$ cat src/shared/pdp_pkg.sv
// Constants, types and register map of the program and debug port registers
//
// Notes on behaviour
// - Error signature field is set on a port error and cleared by a debugger read.
// - Signature codes: 0 none, 1 parity, 2 stop bits, 3 no answer, 4 start, 7 contention.
// - Inter-byte delay puts two idle characters between sent bytes; guard time first.
// - Parity disable ignores the parity bit and reports no parity errors.
// - Flag a time-out after 65536 cycles without answer unless time-out detect is off.
// - Response signature disable suppresses every response signature the port sends.
// - Guard time on receive-to-transmit: code 0 is 128 cycles, halving; code 7 none.
// - Send a NACK when system reset hits a busy load or store, unless NACK is off.
// - Contention detect disable stops collision and contention detection on the line.
// - Port disable drops the clock request and resets physical configuration and keys.
// - Key status bits 5, 4, 3 read one while that key is active.
// - Programming key clears when programming ends; erase key clears when erase ends.
// - Writing 0x59 holds a system reset, port untouched; any other value releases it.
// - Reset request read returns held reset in bit 0, zero elsewhere.
// - Clock select 1 is 16 MHz, 2 is 8 MHz, 3 is 4 MHz; 0 is reserved.
// - User-row done is writable only with the user-row key; the write starts the copy.
// - System clock request keeps the clock; set on port enable, cleared on disable; reset clears it with the port enabled, and a wake or a write sets it.
// - System reset active flag is set during system reset and cleared on read.
// - In-sleep flag reads one while the system domain sleeps.
// - Programming ready flag says programming may start; set once the debugger has cycled system reset.
// - User-row ready flag says user-row programming may start; debugger then writes done.
// - Lock flag reads one while locked, zero after erase clears the lock bits.
`default_nettype none
package pdp_pkg;
    // ------------------------------------------------------------
    // Register offsets
    // ------------------------------------------------------------
    localparam logic [3:0] OFF_ERR = 4'h1;
    localparam logic [3:0] OFF_PHYCTL = 4'h2;
    localparam logic [3:0] OFF_PHYOPT = 4'h3;
    localparam logic [3:0] OFF_KEY = 4'h7;
    localparam logic [3:0] OFF_RESETREQ = 4'h8;
    localparam logic [3:0] OFF_CLKSEL = 4'h9;
    localparam logic [3:0] OFF_SYSCTL = 4'ha;
    localparam logic [3:0] OFF_SYSSTAT = 4'hb;
    // ------------------------------------------------------------
    // Field positions
    // ------------------------------------------------------------
    localparam int B_INTERBYTE = 7;
    localparam int B_PAROFF = 5;
    localparam int B_TOOFF = 4;
    localparam int B_RSPOFF = 3;
    localparam int B_NACKOFF = 4;
    localparam int B_CCOFF = 3;
    localparam int B_PORTDIS = 2;
    localparam int B_UROWKEY = 5;
    localparam int B_NVMKEY = 4;
    localparam int B_ERASEKEY = 3;
    localparam int B_RSTHELD = 0;
    localparam int B_URDONE = 1;
    localparam int B_CLOCKREQ = 0;
    localparam int B_SYSRST = 5;
    localparam int B_SLEEP = 4;
    localparam int B_NVMRDY = 3;
    localparam int B_URRDY = 2;
    localparam int B_LOCK = 0;
    // ------------------------------------------------------------
    // Reset values and codes
    // ------------------------------------------------------------
    localparam logic [1:0] RST_CLKSEL = 2'h2;
    localparam logic [1:0] CLK_RSVD = 2'h0;
    localparam logic [7:0] RESET_SIGNATURE = 8'h59;
    localparam logic [2:0] GUARD_OFF = 3'h7;
    localparam int GUARD_MAX_CYCLES = 128;
    localparam int IDLE_CHAR_BITS = 12;
    localparam int IBD_CHARS = 2;
    localparam int TIMEOUT_CYCLES = 65536;

    typedef enum logic [2:0] {
        ERR_NONE = 3'h0,
        ERR_PARITY = 3'h1,
        ERR_FRAME = 3'h2,
        ERR_TIMEOUT = 3'h3,
        ERR_START = 3'h4,
        ERR_CONTENTION = 3'h7
    } pdp_err_t;

    typedef struct packed {
        logic interByte;
        logic parityOff;
        logic timeoutOff;
        logic respSigOff;
        logic [2:0] guardSel;
    } pdp_phy_cfg_t;

    typedef struct packed {
        logic contention;
        logic startBit;
        logic frame;
        logic parity;
    } pdp_line_err_t;

    typedef struct packed {
        logic contention;
        logic startBit;
        logic timeout;
        logic frame;
        logic parity;
    } pdp_err_ev_t;
endpackage
`default_nettype wire

$ cat src/hw/pdp_countdown.sv
// Loadable down-counter that pulses when the loaded delay has run out
`timescale 1ns/10ps
`default_nettype none
module pdp_countdown #(
    parameter int W = 8
) (
    // Clock and reset
    input wire logic sys_clk,
    input wire logic rst,
    // Control
    input wire logic load,
    input wire logic stop,
    input wire logic [W-1:0] loadVal,
    // Status
    output logic busy,
    output logic done
);
    logic [W-1:0] cnt_q;
    logic busy_q;

    always_ff @(posedge sys_clk or posedge rst) begin
        if (rst) begin
            cnt_q <= '0;
            busy_q <= 1'h0;
        end else if (load) begin
            cnt_q <= loadVal;
            busy_q <= 1'h1;
        end else if (stop || (busy_q && cnt_q == '0)) begin
            busy_q <= 1'h0;
        end else if (busy_q) begin
            cnt_q <= cnt_q - W'(1);
        end
    end

    assign busy = busy_q;
    assign done = busy_q && (cnt_q == '0) && !stop;
endmodule
`default_nettype wire

$ cat src/hw/pdp_err_encode.sv
// Priority encoder from port error events to the error signature code
`timescale 1ns/10ps
`default_nettype none
module pdp_err_encode
    import pdp_pkg::*;
(
    // Events
    input wire pdp_err_ev_t events,
    // Code
    output logic valid,
    output var pdp_err_t code
);
    assign valid = |events;
    // Only the listed codes are ever produced
    assign code = events.contention ? ERR_CONTENTION :
                  events.startBit ? ERR_START :
                  events.frame ? ERR_FRAME :
                  events.parity ? ERR_PARITY :
                  events.timeout ? ERR_TIMEOUT : ERR_NONE;
endmodule
`default_nettype wire

$ cat src/hw/pdp_regs.sv
// Control and status registers of the single-wire program and debug port
`timescale 1ns/10ps
`default_nettype none
module pdp_regs
    import pdp_pkg::*;
#(
    parameter int TIMEOUT_LEN = TIMEOUT_CYCLES,
    parameter int BIT_CYCLES = 4
) (
    // Clock and reset
    input wire logic sys_clk,
    input wire logic rst,
    // Register access from the instruction layer
    input wire logic [3:0] regAddr,
    input wire logic regWe,
    input wire logic regRe,
    input wire logic [7:0] regWdata,
    output logic [7:0] regRdata,
    // Physical layer
    input wire pdp_line_err_t lineErr,
    input wire logic txDirSwitch,
    input wire logic txNextByte,
    output logic txGrant,
    output logic respSigEnable,
    output logic parityCheckEn,
    output logic contentionCheckEn,
    // Access layer
    input wire logic accessRequest,
    input wire logic accessResponse,
    input wire logic accessBusy,
    output logic sendNack,
    // Key decoder and programming engine
    input wire logic keyUrowDecoded,
    input wire logic keyNvmDecoded,
    input wire logic keyEraseDecoded,
    input wire logic nvmProgDone,
    input wire logic eraseDone,
    input wire logic urowCopyDone,
    output logic urowCommit,
    // System domain
    input wire logic sysInReset,
    input wire logic sysSleeping,
    input wire logic lockBitsSet,
    output logic sysResetReq,
    output logic sysClockRequest,
    // Port clock and enable
    input wire logic portWake,
    output logic [1:0] portClockSel,
    output logic portClockRequest
);
    localparam int GW = 10;
    localparam int TW = 18;
    localparam logic [GW-1:0] IBD_LOAD = GW'(IBD_CHARS * IDLE_CHAR_BITS * BIT_CYCLES - 1);
    localparam logic [TW-1:0] TO_LOAD = TW'(TIMEOUT_LEN - 1);

    // ------------------------------------------------------------
    // Decoding
    // ------------------------------------------------------------
    function automatic logic hit(input logic [3:0] a, input logic [3:0] off);
        return a == off;
    endfunction

    function automatic logic [GW-1:0] guardLoad(input logic [2:0] sel);
        logic [GW-1:0] len;
        len = GW'(GUARD_MAX_CYCLES) >> sel;
        return (sel == GUARD_OFF) ? '0 : len - GW'(1);
    endfunction

    wire logic wrCtl = regWe && hit(regAddr, OFF_PHYCTL);
    wire logic wrOpt = regWe && hit(regAddr, OFF_PHYOPT);
    wire logic wrKey = regWe && hit(regAddr, OFF_KEY);
    wire logic wrRst = regWe && hit(regAddr, OFF_RESETREQ);
    wire logic wrClk = regWe && hit(regAddr, OFF_CLKSEL);
    wire logic wrSys = regWe && hit(regAddr, OFF_SYSCTL);
    wire logic rdErr = regRe && hit(regAddr, OFF_ERR);
    wire logic rdStat = regRe && hit(regAddr, OFF_SYSSTAT);
    wire logic portDisable = wrOpt && regWdata[B_PORTDIS];
    wire logic rstSigWr = regWdata == RESET_SIGNATURE;

    // ------------------------------------------------------------
    // State
    // ------------------------------------------------------------
    pdp_phy_cfg_t phyCfg_q;
    logic nackOff_q;
    logic ccOff_q;
    logic portEn_q;
    logic system_clock_request_q;
    logic urowKey_q;
    logic nvmKey_q;
    logic eraseKey_q;
    logic system_reset_request_q;
    logic [1:0] clkSel_q;
    logic system_reset_active_q;
    logic nvmRdy_q;
    logic urowRdy_q;
    logic urowCommit_q;
    logic sendNack_q;
    logic sysRstSeen_q;
    logic [2:0] errSig_q;
    logic [7:0] rdata_q;
    logic errValid;
    pdp_err_t errCode;
    logic toDone;
    logic guardDone;

    // Physical configuration, cleared by port disable
    always_ff @(posedge sys_clk or posedge rst) begin
        if (rst) begin
            phyCfg_q <= '0;
            nackOff_q <= 1'h0;
            ccOff_q <= 1'h0;
        end else if (portDisable) begin
            phyCfg_q <= '0;
            nackOff_q <= 1'h0;
            ccOff_q <= 1'h0;
        end else begin
            if (wrCtl) begin
                phyCfg_q <= '{regWdata[B_INTERBYTE], regWdata[B_PAROFF], regWdata[B_TOOFF],
                              regWdata[B_RSPOFF], regWdata[2:0]};
            end
            if (wrOpt) begin
                nackOff_q <= regWdata[B_NACKOFF];
                ccOff_q <= regWdata[B_CCOFF];
            end
        end
    end

    // Port enable and system clock request
    always_ff @(posedge sys_clk or posedge rst) begin
        if (rst) begin
            portEn_q <= 1'h1;
            system_clock_request_q <= 1'h0;
        end else if (portDisable) begin
            portEn_q <= 1'h0;
            system_clock_request_q <= 1'h0;
        end else if (portWake) begin
            portEn_q <= 1'h1;
            system_clock_request_q <= 1'h1;
        end else if (wrSys) begin
            system_clock_request_q <= regWdata[B_CLOCKREQ];
        end
    end

    // Keys: a decode wins over a same-cycle done or key-register clear; port disable wins over a decode
    always_ff @(posedge sys_clk or posedge rst) begin
        if (rst) begin
            urowKey_q <= 1'h0;
            nvmKey_q <= 1'h0;
            eraseKey_q <= 1'h0;
        end else if (portDisable) begin
            urowKey_q <= 1'h0;
            nvmKey_q <= 1'h0;
            eraseKey_q <= 1'h0;
        end else begin
            urowKey_q <= keyUrowDecoded || (urowKey_q && !(wrKey && regWdata[B_UROWKEY]));
            nvmKey_q <= keyNvmDecoded || (nvmKey_q && !nvmProgDone);
            eraseKey_q <= keyEraseDecoded || (eraseKey_q && !eraseDone);
        end
    end

    // System reset request and clock select
    always_ff @(posedge sys_clk or posedge rst) begin
        if (rst) begin
            system_reset_request_q <= 1'h0;
            clkSel_q <= RST_CLKSEL;
        end else begin
            if (wrRst) begin
                system_reset_request_q <= rstSigWr;
            end
            if (wrClk && regWdata[1:0] != CLK_RSVD) begin
                clkSel_q <= regWdata[1:0];
            end
        end
    end

    // Programming readiness follows a system reset cycled under a key
    wire logic rstRelease = system_reset_request_q && wrRst && !rstSigWr;
    always_ff @(posedge sys_clk or posedge rst) begin
        if (rst) begin
            nvmRdy_q <= 1'h0;
            urowRdy_q <= 1'h0;
            urowCommit_q <= 1'h0;
        end else begin
            nvmRdy_q <= nvmKey_q && (nvmRdy_q || rstRelease);
            urowRdy_q <= urowKey_q && (rstRelease || (urowRdy_q && !urowCopyDone));
            urowCommit_q <= wrSys && regWdata[B_URDONE] && urowKey_q;
        end
    end

    // Sticky status: a new event wins over the read that clears it
    always_ff @(posedge sys_clk or posedge rst) begin
        if (rst) begin
            system_reset_active_q <= 1'h0;
            errSig_q <= ERR_NONE;
            sysRstSeen_q <= 1'h0;
            sendNack_q <= 1'h0;
        end else begin
            system_reset_active_q <= sysInReset || system_reset_request_q || (system_reset_active_q && !rdStat);
            if (errValid) begin
                errSig_q <= errCode;
            end else if (rdErr || portDisable) begin
                errSig_q <= ERR_NONE;
            end
            sysRstSeen_q <= sysInReset;
            sendNack_q <= sysInReset && !sysRstSeen_q && accessBusy
                          && !nackOff_q && portEn_q;
        end
    end

    // ------------------------------------------------------------
    // Error capture
    // ------------------------------------------------------------
    wire pdp_err_ev_t errEvents = '{
        contention: lineErr.contention && !ccOff_q && portEn_q,
        startBit: lineErr.startBit && portEn_q,
        timeout: toDone && !phyCfg_q.timeoutOff && portEn_q,
        frame: lineErr.frame && portEn_q,
        parity: lineErr.parity && !phyCfg_q.parityOff && portEn_q
    };

    pdp_err_encode u_err (
        .events(errEvents),
        .valid(errValid),
        .code(errCode)
    );

    // ------------------------------------------------------------
    // Access layer time-out
    // ------------------------------------------------------------
    pdp_countdown #(.W(TW)) u_timeout (
        .sys_clk(sys_clk),
        .rst(rst),
        .load(accessRequest && !phyCfg_q.timeoutOff),
        .stop(accessResponse || portDisable),
        .loadVal(TO_LOAD),
        .busy(),
        .done(toDone)
    );

    // ------------------------------------------------------------
    // Guard time and inter-byte spacing
    // ------------------------------------------------------------
    wire logic guardStart = txDirSwitch || txNextByte;
    wire logic [GW-1:0] guardVal = txDirSwitch ? guardLoad(phyCfg_q.guardSel) :
                                phyCfg_q.interByte ? IBD_LOAD : '0;

    pdp_countdown #(.W(GW)) u_guard (
        .sys_clk(sys_clk),
        .rst(rst),
        .load(guardStart),
        .stop(portDisable),
        .loadVal(guardVal),
        .busy(),
        .done(guardDone)
    );

    // ------------------------------------------------------------
    // Read data
    // ------------------------------------------------------------
    wire logic [7:0] ctlByte = {phyCfg_q.interByte, 1'h0, phyCfg_q.parityOff,
                                phyCfg_q.timeoutOff, phyCfg_q.respSigOff, phyCfg_q.guardSel};
    wire logic [7:0] optByte = {3'h0, nackOff_q, ccOff_q, 3'h0};
    wire logic [7:0] keyByte = {2'h0, urowKey_q, nvmKey_q, eraseKey_q, 3'h0};
    wire logic [7:0] statByte = {2'h0, system_reset_active_q, sysSleeping, nvmRdy_q,
                                 urowRdy_q, 1'h0, lockBitsSet};
    wire logic [7:0] rdMux =
        hit(regAddr, OFF_ERR) ? {5'h0, errSig_q} :
        hit(regAddr, OFF_PHYCTL) ? ctlByte :
        hit(regAddr, OFF_PHYOPT) ? optByte :
        hit(regAddr, OFF_KEY) ? keyByte :
        hit(regAddr, OFF_RESETREQ) ? {7'h0, system_reset_request_q} :
        hit(regAddr, OFF_CLKSEL) ? {6'h0, clkSel_q} :
        hit(regAddr, OFF_SYSCTL) ? {7'h0, system_clock_request_q} :
        hit(regAddr, OFF_SYSSTAT) ? statByte : 8'h00;

    always_ff @(posedge sys_clk or posedge rst) begin
        if (rst) begin
            rdata_q <= 8'h00;
        end else if (regRe) begin
            rdata_q <= rdMux;
        end
    end

    // ------------------------------------------------------------
    // Outputs
    // ------------------------------------------------------------
    assign regRdata = rdata_q;
    assign txGrant = guardDone && portEn_q;
    assign respSigEnable = !phyCfg_q.respSigOff && portEn_q;
    assign parityCheckEn = !phyCfg_q.parityOff && portEn_q;
    assign contentionCheckEn = !ccOff_q && portEn_q;
    assign sendNack = sendNack_q;
    assign urowCommit = urowCommit_q;
    assign sysResetReq = system_reset_request_q;
    assign sysClockRequest = system_clock_request_q;
    assign portClockSel = clkSel_q;
    assign portClockRequest = portEn_q;
endmodule
`default_nettype wire

$ cat config.mk
export PLATFORM = sky130hd
export DESIGN_NAME = pdp_regs
export DESIGN_NICKNAME = d
export VERILOG_FILES = /design/src/shared/pdp_pkg.sv /design/src/hw/pdp_countdown.sv /design/src/hw/pdp_err_encode.sv /design/src/hw/pdp_regs.sv
export SDC_FILE = /design/constraint.sdc
export NUM_CORES = 1
export LEC_CHECK = 0
export ABC_AREA = 1
export BUFFER_PORTS_ARGS = -buffer_cell sky130_fd_sc_hd__buf_4
export CORE_AREA = 2 2 105 107
export DETAILED_ROUTE_END_ITERATION = 10
export DIE_AREA = 0 0 107 109
export PLACE_DENSITY = 0.54
export SYNTH_ARGS = -nofsm -noshare
export SYNTH_HDL_FRONTEND = slang
export SYNTH_SLANG_ARGS = --single-unit
$ cat constraint.sdc
create_clock -name sys_clk -period 1.8 [get_ports sys_clk]
set_input_delay 0.36 -clock sys_clk [delete_from_list [all_inputs] [get_ports sys_clk]]
set_output_delay 0.36 -clock sys_clk [all_outputs]
set_load 0.02 [all_outputs]
==> results of run 1 <==
==> stage by stage <==
step / setup WS, ns / hold slack, ns / power, mW / setup TNS (ns)
2_1_floorplan: 0.0834 / 0.383 / 2.39 / 0
3_3_place_gp: 0.0502 / 0.397 / 2.75 / 0
3_5_place_dp: 0.0380 / 0.405 / 2.76 / 0
4_1_cts: -0.215 / 0.0248 / 4.17 / -0.272
5_1_grt: -0.242 / 0.0210 / 4.49 / -0.702
6_report: -0.118 / 0.0251 / 4.21 / -0.170
==> state kept, by name, indices dropped and copies added, names as in the netlist, 2 cells and up <==
register	cells
errSig_q	3
ctlByte	7
regRdata	7
portClockSel	2
u_guard.cnt_q	10
u_timeout.cnt_q	18
==> area by class of cell <==
cell class,instances,area [sq um],area share [%]
Sequential cell,63,1580,33.4
Timing Repair Buffer,90,716,15.1
Clock inverter,4,51.3,1.08
Inverter,56,235,4.97
Clock buffer,12,165,3.49
Multi-Input combinational cell,333,1810,38.3
Tap cell,140,175,3.70
==> layout by cell type (no fill, tap or decap), drive strengths merged, types with 2 or more instances in the layout <==
cell type	Yosys	final
a21oi	17	17
inv	55	54
nand3b	2	2
nand2	117	117
nor4	2	2
xnor2	3	3
dfrtp	61	61
clkinv	1	2
a221oi	2	2
nand3	26	26
nor3	12	12
o31ai	3	3
buf	5	90
o32ai	2	2
o211ai	6	6
clkbuf	1	12
dfstp	2	2
clkinvlp	0	3
ha	3	3
xor2	8	8
nor2	72	72
o21ai	40	40
nand4	7	7
o22ai	4	4
==> kinds of logic (layout without fill, tap and decap cells) <==
family          count (synthesis)  after routing  synth area share, %
compound gates                 78             78                 13.6
xor+xnor                       11             11                 2.69
fa+ha+maj                       3              3                 1.05
buf+inv                        62            162                 7.68
flops                          63             63                 44.0
other cells                     1              1                0.105
simple gates                  240            240                 30.9
==> metal layers <==
layer | GRT usage [%] | up-vias | wire [um]
li1 | - | 1692 | -
met1 | 21.9 | 1595 | 4180
met2 | 30.3 | 86 | 4760
met3 | 4.72 | 16 | 474
met4 | 5.29 | 0 | 194
met5 | 0 | - | 0
==> how the worst max path moves through the flow <==
stage	start	endpoint	slack, ns	cells after the start
2_1_floorplan	u_guard.cnt_q[0]$_DFFE_PP0P_	txGrant	0.08	8
3_3_place_gp	u_guard.cnt_q[1]$_DFFE_PP0P_	txGrant	0.05	9
3_5_place_dp	u_guard.cnt_q[1]$_DFFE_PP0P_	txGrant	0.04	9
4_1_cts	u_guard.cnt_q[1]$_DFFE_PP0P_	txGrant	-0.21	9
5_1_grt	u_guard.cnt_q[1]$_DFFE_PP0P_	txGrant	-0.24	9
6_report	u_guard.cnt_q[1]$_DFFE_PP0P_	txGrant	-0.12	9
==> power by group <==
| group | switching (mW) | internal (mW) |
|---|---|---|
| sequential | 0.194 | 1.61 |
| clock | 0.591 | 0.756 |
| combinational | 0.598 | 0.466 |
==> timing repair <==
item	CTS	global route
resized for setup	11	14
setup endpoints to repair	3	19
pin swaps	5	7
buffers inserted	9	13
==> results.md, run 1 <==
* Initial detailed-routing violation count at 117
* Fmax at 521 MHz
* Root Buffer: clkbuf_8
* Post-layout minimum cycle time at 1.92 ns
* Mapped Cells at 458
* Yosys warnings at 0
* Die width at 107 um
* Drt wl/cell at 13.8 um
* Ys async rst share at 100%
* Starting Density at 33.8%
* Number of global-route vias before repair at 3322
* Worst-path clk slew at 0.08 ns
* RR Startpoint: u_guard.cnt_q[1]$_DFFE_PP0P_
* HP Class: input pin to asynchronous set/reset pin
* Final Non-Filler Cells at 698
* First-pass GRT wire length at 16.0 mm
* I/O pin count at 54
* Die area at 11700 sq um
* Routed wire length at 9.60 mm
* CP Capture Type: output port
* Syn-to-layout area delta at 32.0%
* Critical Path Start Type: flip-flop
* Top cells by count, synth: 108 x nand2_1, 65 x nor2_1, 61 x dfrtp_1
* Utilization after layout at 44.7%
* Cell taking the most area after synthesis: dfrtp_1
* Fin. Hold Viols at 0
* Leak at 2.23 nW
* Synth cell types at 47
* CTS buffer count at 9
* CTS tree: built
* Via/cell ratio at 4.86
* Remaining Overflow, GRT at 0
* N_diodes at 0
* WP data required at 1.44 ns
* Layout cells sized above 1 at 28.1%
* EDFF count, synth at 0
* Final nets at 591
* RR Endpoint: u_guard.cnt_q[6]$_DFFE_PP0P_
* Largest net degree at the start of global routing at 24
* Worst setup margin at -0.118 ns
* Total GRT Usage at 17.7%
* GP Congestion at 0.948
* Most used DFF post-synth: dfrtp_1
* CTS Hold Bufs at 0
* Most numerous cell in the Yosys netlist: nand2_1
* Top cells by area, synth: dfrtp_1 43%, nand2_1 11%, nor2_1 6.8%
* CP bufs+invs at 3
* Worst r2r path cells at 13
* WS Path Type: flip-flop to output port
* Row Count at 38
* Clk Latency, worst-skew pair at 0.35 ns
* Deepest clock path buffer count at 2
* Vias after detailed routing at 3389
* Dpl cell area at 4240 sq um
* Clock skew at 0.0172 ns
* IO buf count at 52
* Syn Nets at 496
* H-tree depth at 3
* CP delay by family, top: simple AND/OR/NAND/NOR gates
* Cell area after synthesis at 3590 sq um
* Core area at 10600 sq um
* Seq/Total Area, Yosys at 44.0%
* Avg Inst Size Synth at 7.83 sq um
* FF+latch count, synth at 63
* Post-route ant nets at 0
* Post-detail-place hpwl at 7.28 mm
* Failing checks: setup timing
* Cells after DPL at 660
* Crit path largest cell delay at 0.39 ns
* Worst path arrival time at 1.56 ns
* Chip height at 109 um
* R2r setup slk at -0.05 ns
* Outcome: finished, violations left
* Setup-failing EPs final at 2
* Filler cells at 1064
* Cell area power density at 890 nW/um^2
* Maxcap violations at 0
* Fin. max-slew vios at 0
* Drt drc at 0
* Maximum VDD drop at 494 uV
* Post-synth top area share at 42.6%
* CP Cell Sequence: inv_2 > ha_4 > nand3_4 > nor2_4 > nand2_2 > nor2_2 > inv_2 > nor2_4 > buf_6
* Worst Path Max Fanout at 2
* Crit-path slowest cell: dfrtp_1
* RSZ-0062 raised after global routing: true
* Final period util at 107%
* Design Area, Final at 4730 sq um
* # clock sinks at 63
* Initial antenna violation count at 0
* Pre-antenna DRT Iters at 5
Power figures use the tool's default switching activity.
==> run 2: changes to the inputs <==
--- a/config.mk
+++ b/config.mk
@@ -7,9 +7,11 @@
 export LEC_CHECK = 0
 export ABC_AREA = 1
 export BUFFER_PORTS_ARGS = -buffer_cell sky130_fd_sc_hd__buf_4
-export CORE_AREA = 2 2 105 107
+export CAP_MARGIN = 20
+export CORE_AREA = 2 2 75 149
 export DETAILED_ROUTE_END_ITERATION = 10
-export DIE_AREA = 0 0 107 109
+export DIE_AREA = 0 0 77 151
+export MAX_ROUTING_LAYER = met4
 export PLACE_DENSITY = 0.54
 export SYNTH_ARGS = -nofsm -noshare
 export SYNTH_HDL_FRONTEND = slang
==> run 2 against run 1 <==
Net effect:
- the run ends with hold timing, setup timing left
- setup slack got worse by 0.00066 ns
- clock power increased by 36%
- first-iteration DRC count increased by 83%
- global-route usage increased by 2.2 points
- register-to-register slack improved by 0.17 ns
- combinational power about the same
- count of clock-buffer cells in the layout decreased by 3
- critical endpoint unchanged
- highest routed layer unchanged
==> results.md, run 2 (synthesized netlist as in run 1, its figures left out) <==
* Final nets at 578 (-2.2%)
* Routed wire length at 10.9 mm (+14%)
* Root Buffer: clkbuf_16
* Worst hold slack at -0.00336 ns (-0.0285 ns)
* Post-detail-place hpwl at 8.40 mm (+15%)
* N_diodes at 0 (unchanged)
* Initial detailed-routing violation count at 214 (+83%)
* Fin. max-slew vios at 0 (unchanged)
* WP data required at 1.44 ns (about the same)
* Failing checks: hold timing, setup timing
* Pre-antenna DRT Iters at 4 (-1)
* Utilization after layout at 45.1% (+0.41 points)
* # clock sinks at 63 (unchanged)
* GP Congestion at 0.908 (-4.1%)
* Commonest non-fill, non-tap cell in the layout: nand2_1
* Biggest regs: u_timeout.cnt_q x18, u_guard.cnt_q x10
* Worst-path clk slew at 0.05 ns (-0.03 ns)
* Maximum VDD drop at 655 uV (+33%)
* Deepest clock path buffer count at 2 (unchanged)
* First-pass GRT wire length at 17.1 mm (+7.0%)
* Fmax at 521 MHz (about the same)
* Tot Pwr at 4.70 mW (+12%)
* Fin. Hold Viols at 4 (+4)
* Clk Latency, worst-skew pair at 0.33 ns (-0.02 ns)
* Die width at 77 um (-28%)
* Die area at 11600 sq um (-0.31%)
* Critical Path Start Type: flip-flop
* Setup-failing EPs final at 1 (-1)
* Drt drc at 0 (unchanged)
* Register name with the most flops: u_timeout.cnt_q
* Via/cell ratio at 4.96 (+2.1%)
* Flip-flop count of the largest register after layout at 18 (unchanged)
* Row Count at 53 (+39%)
* Cell area power density at 995 nW/um^2 (+12%)
* CP delay by family, top: simple AND/OR/NAND/NOR gates
* Maxcap violations at 0 (unchanged)
* Setup TNS at -0.119 ns (+0.0514 ns)
* WS Path Type: flip-flop to output port
* Post-route ant nets at 0 (unchanged)
* Worst setup margin at -0.119 ns (-0.000659 ns)
* Number of global-route vias before repair at 3432 (+3.3%)
* CTS Hold Bufs at 0 (unchanged)
* Vias after detailed routing at 3382 (-0.21%)
* Worst path arrival time at 1.56 ns (about the same)
* Clock skew at 0.00581 ns (-0.0114 ns)
* Largest net degree at the start of global routing at 52 (+120%)
* Layout cells sized above 1 at 26.8% (-1.3 points)
* Drt wl/cell at 16.0 um (+16%)
* Worst slack at placement at 0.0648 ns (+0.0268 ns)
* CTS buffer count at 9 (unchanged)
* CP bufs+invs at 3 (unchanged)
* Total GRT Usage at 19.8% (+2.2 points)
* Syn-to-layout area delta at 31.7%
* Crit-path slowest cell: dfrtp_1
* Starting Density at 34.2% (+0.40 points)
* Worst Path Max Fanout at 2 (unchanged)
* Outcome: finished, violations left
* IO buf count at 52 (unchanged)
* CP Capture Type: output port
* Chip height at 151 um (+39%)
* Crit path largest cell delay at 0.39 ns (about the same)
* CP Cell Sequence: inv_2 > ha_4 > nand3_4 > nor2_4 > nand2_2 > nor2_2 > inv_2 > nor2_4 > buf_6
* Remaining Overflow, GRT at 0 (unchanged)
* HP Class: input pin to asynchronous set/reset pin
* Final period util at 107% (about the same)
* Leak at 2.21 nW (-0.71%)
* Highest-count cells in the layout ignoring fill and taps: 105 x nand2_1, 73 x buf_4, 62 x nor2_1
* H-tree depth at 3 (unchanged)
* Core area at 10500 sq um (-1.2%)
* I/O pin count at 54 (unchanged)
* Initial antenna violation count at 0 (unchanged)
* CTS tree: built
* RSZ-0062 raised after global routing: true
* Post-layout minimum cycle time at 1.92 ns (+0.000659 ns)
-- run 2: what timing repair did --
| action | in CTS | in global routing |
|---|---|---|
| resized for setup | 3 | 23 |
| pin swaps | 5 | 7 |
| setup buffers | 4 | 7 |
| endpoints found under the setup margin | 1 | 11 |
| gates cloned | 0 | 1 |
-- run 2: final timing paths --
kind	startpoint	cells past startpoint	slack (ns)	end
min reg2reg	sysRstSeen_q$_DFF_PP0_	1	0.40	sendNack$_DFF_PP0_
max in group asynchronous	rst	3	1.18	portClockRequest$_DFFE_PP1P_
max	u_guard.cnt_q[1]$_DFFE_PP0P_	9	-0.12	txGrant
min in group sys_clk	sysInReset	1	0.16	sysRstSeen_q$_DFF_PP0_
max reg2reg	u_guard.cnt_q[1]$_DFFE_PP0P_	12	0.12	u_guard.cnt_q[6]$_DFFE_PP0P_
min	rst	2	-0.003	u_timeout.cnt_q[0]$_DFFE_PP0P_
-- run 2: area by class of cell --
class	instances	area [sq um]
fill	1083	5760
timing repair buffer	76	591
multi-input combinational	334	1840
inverter	56	231
clock buffer	9	225
sequential	63	1580
clock inverter	7	87.6
tap	137	171
-- run 2: layer usage --
metal / routed length, um / GRT usage (%)
met4: 435 / 9.64
met2: 6430 / 39.3
met1: 3770 / 18.4
met5: 0 / -
met3: 285 / 2.56
-- run 2: report_power, final --
part,internal (mW),leakage [nW],switching (mW),total [mW]
combinational,0.417,1.32,0.619,1.04
clock,1.20,0.155,0.642,1.84
sequential,1.61,0.736,0.208,1.82
total,3.23,2.21,1.47,4.70
-- run 2: stage by stage --
step	instances	instance area (sq um)
floorplan	458	3590
global placement	655	4220
detailed placement	655	4220
CTS	675	4580
global route	682	4720
finish	682	4720
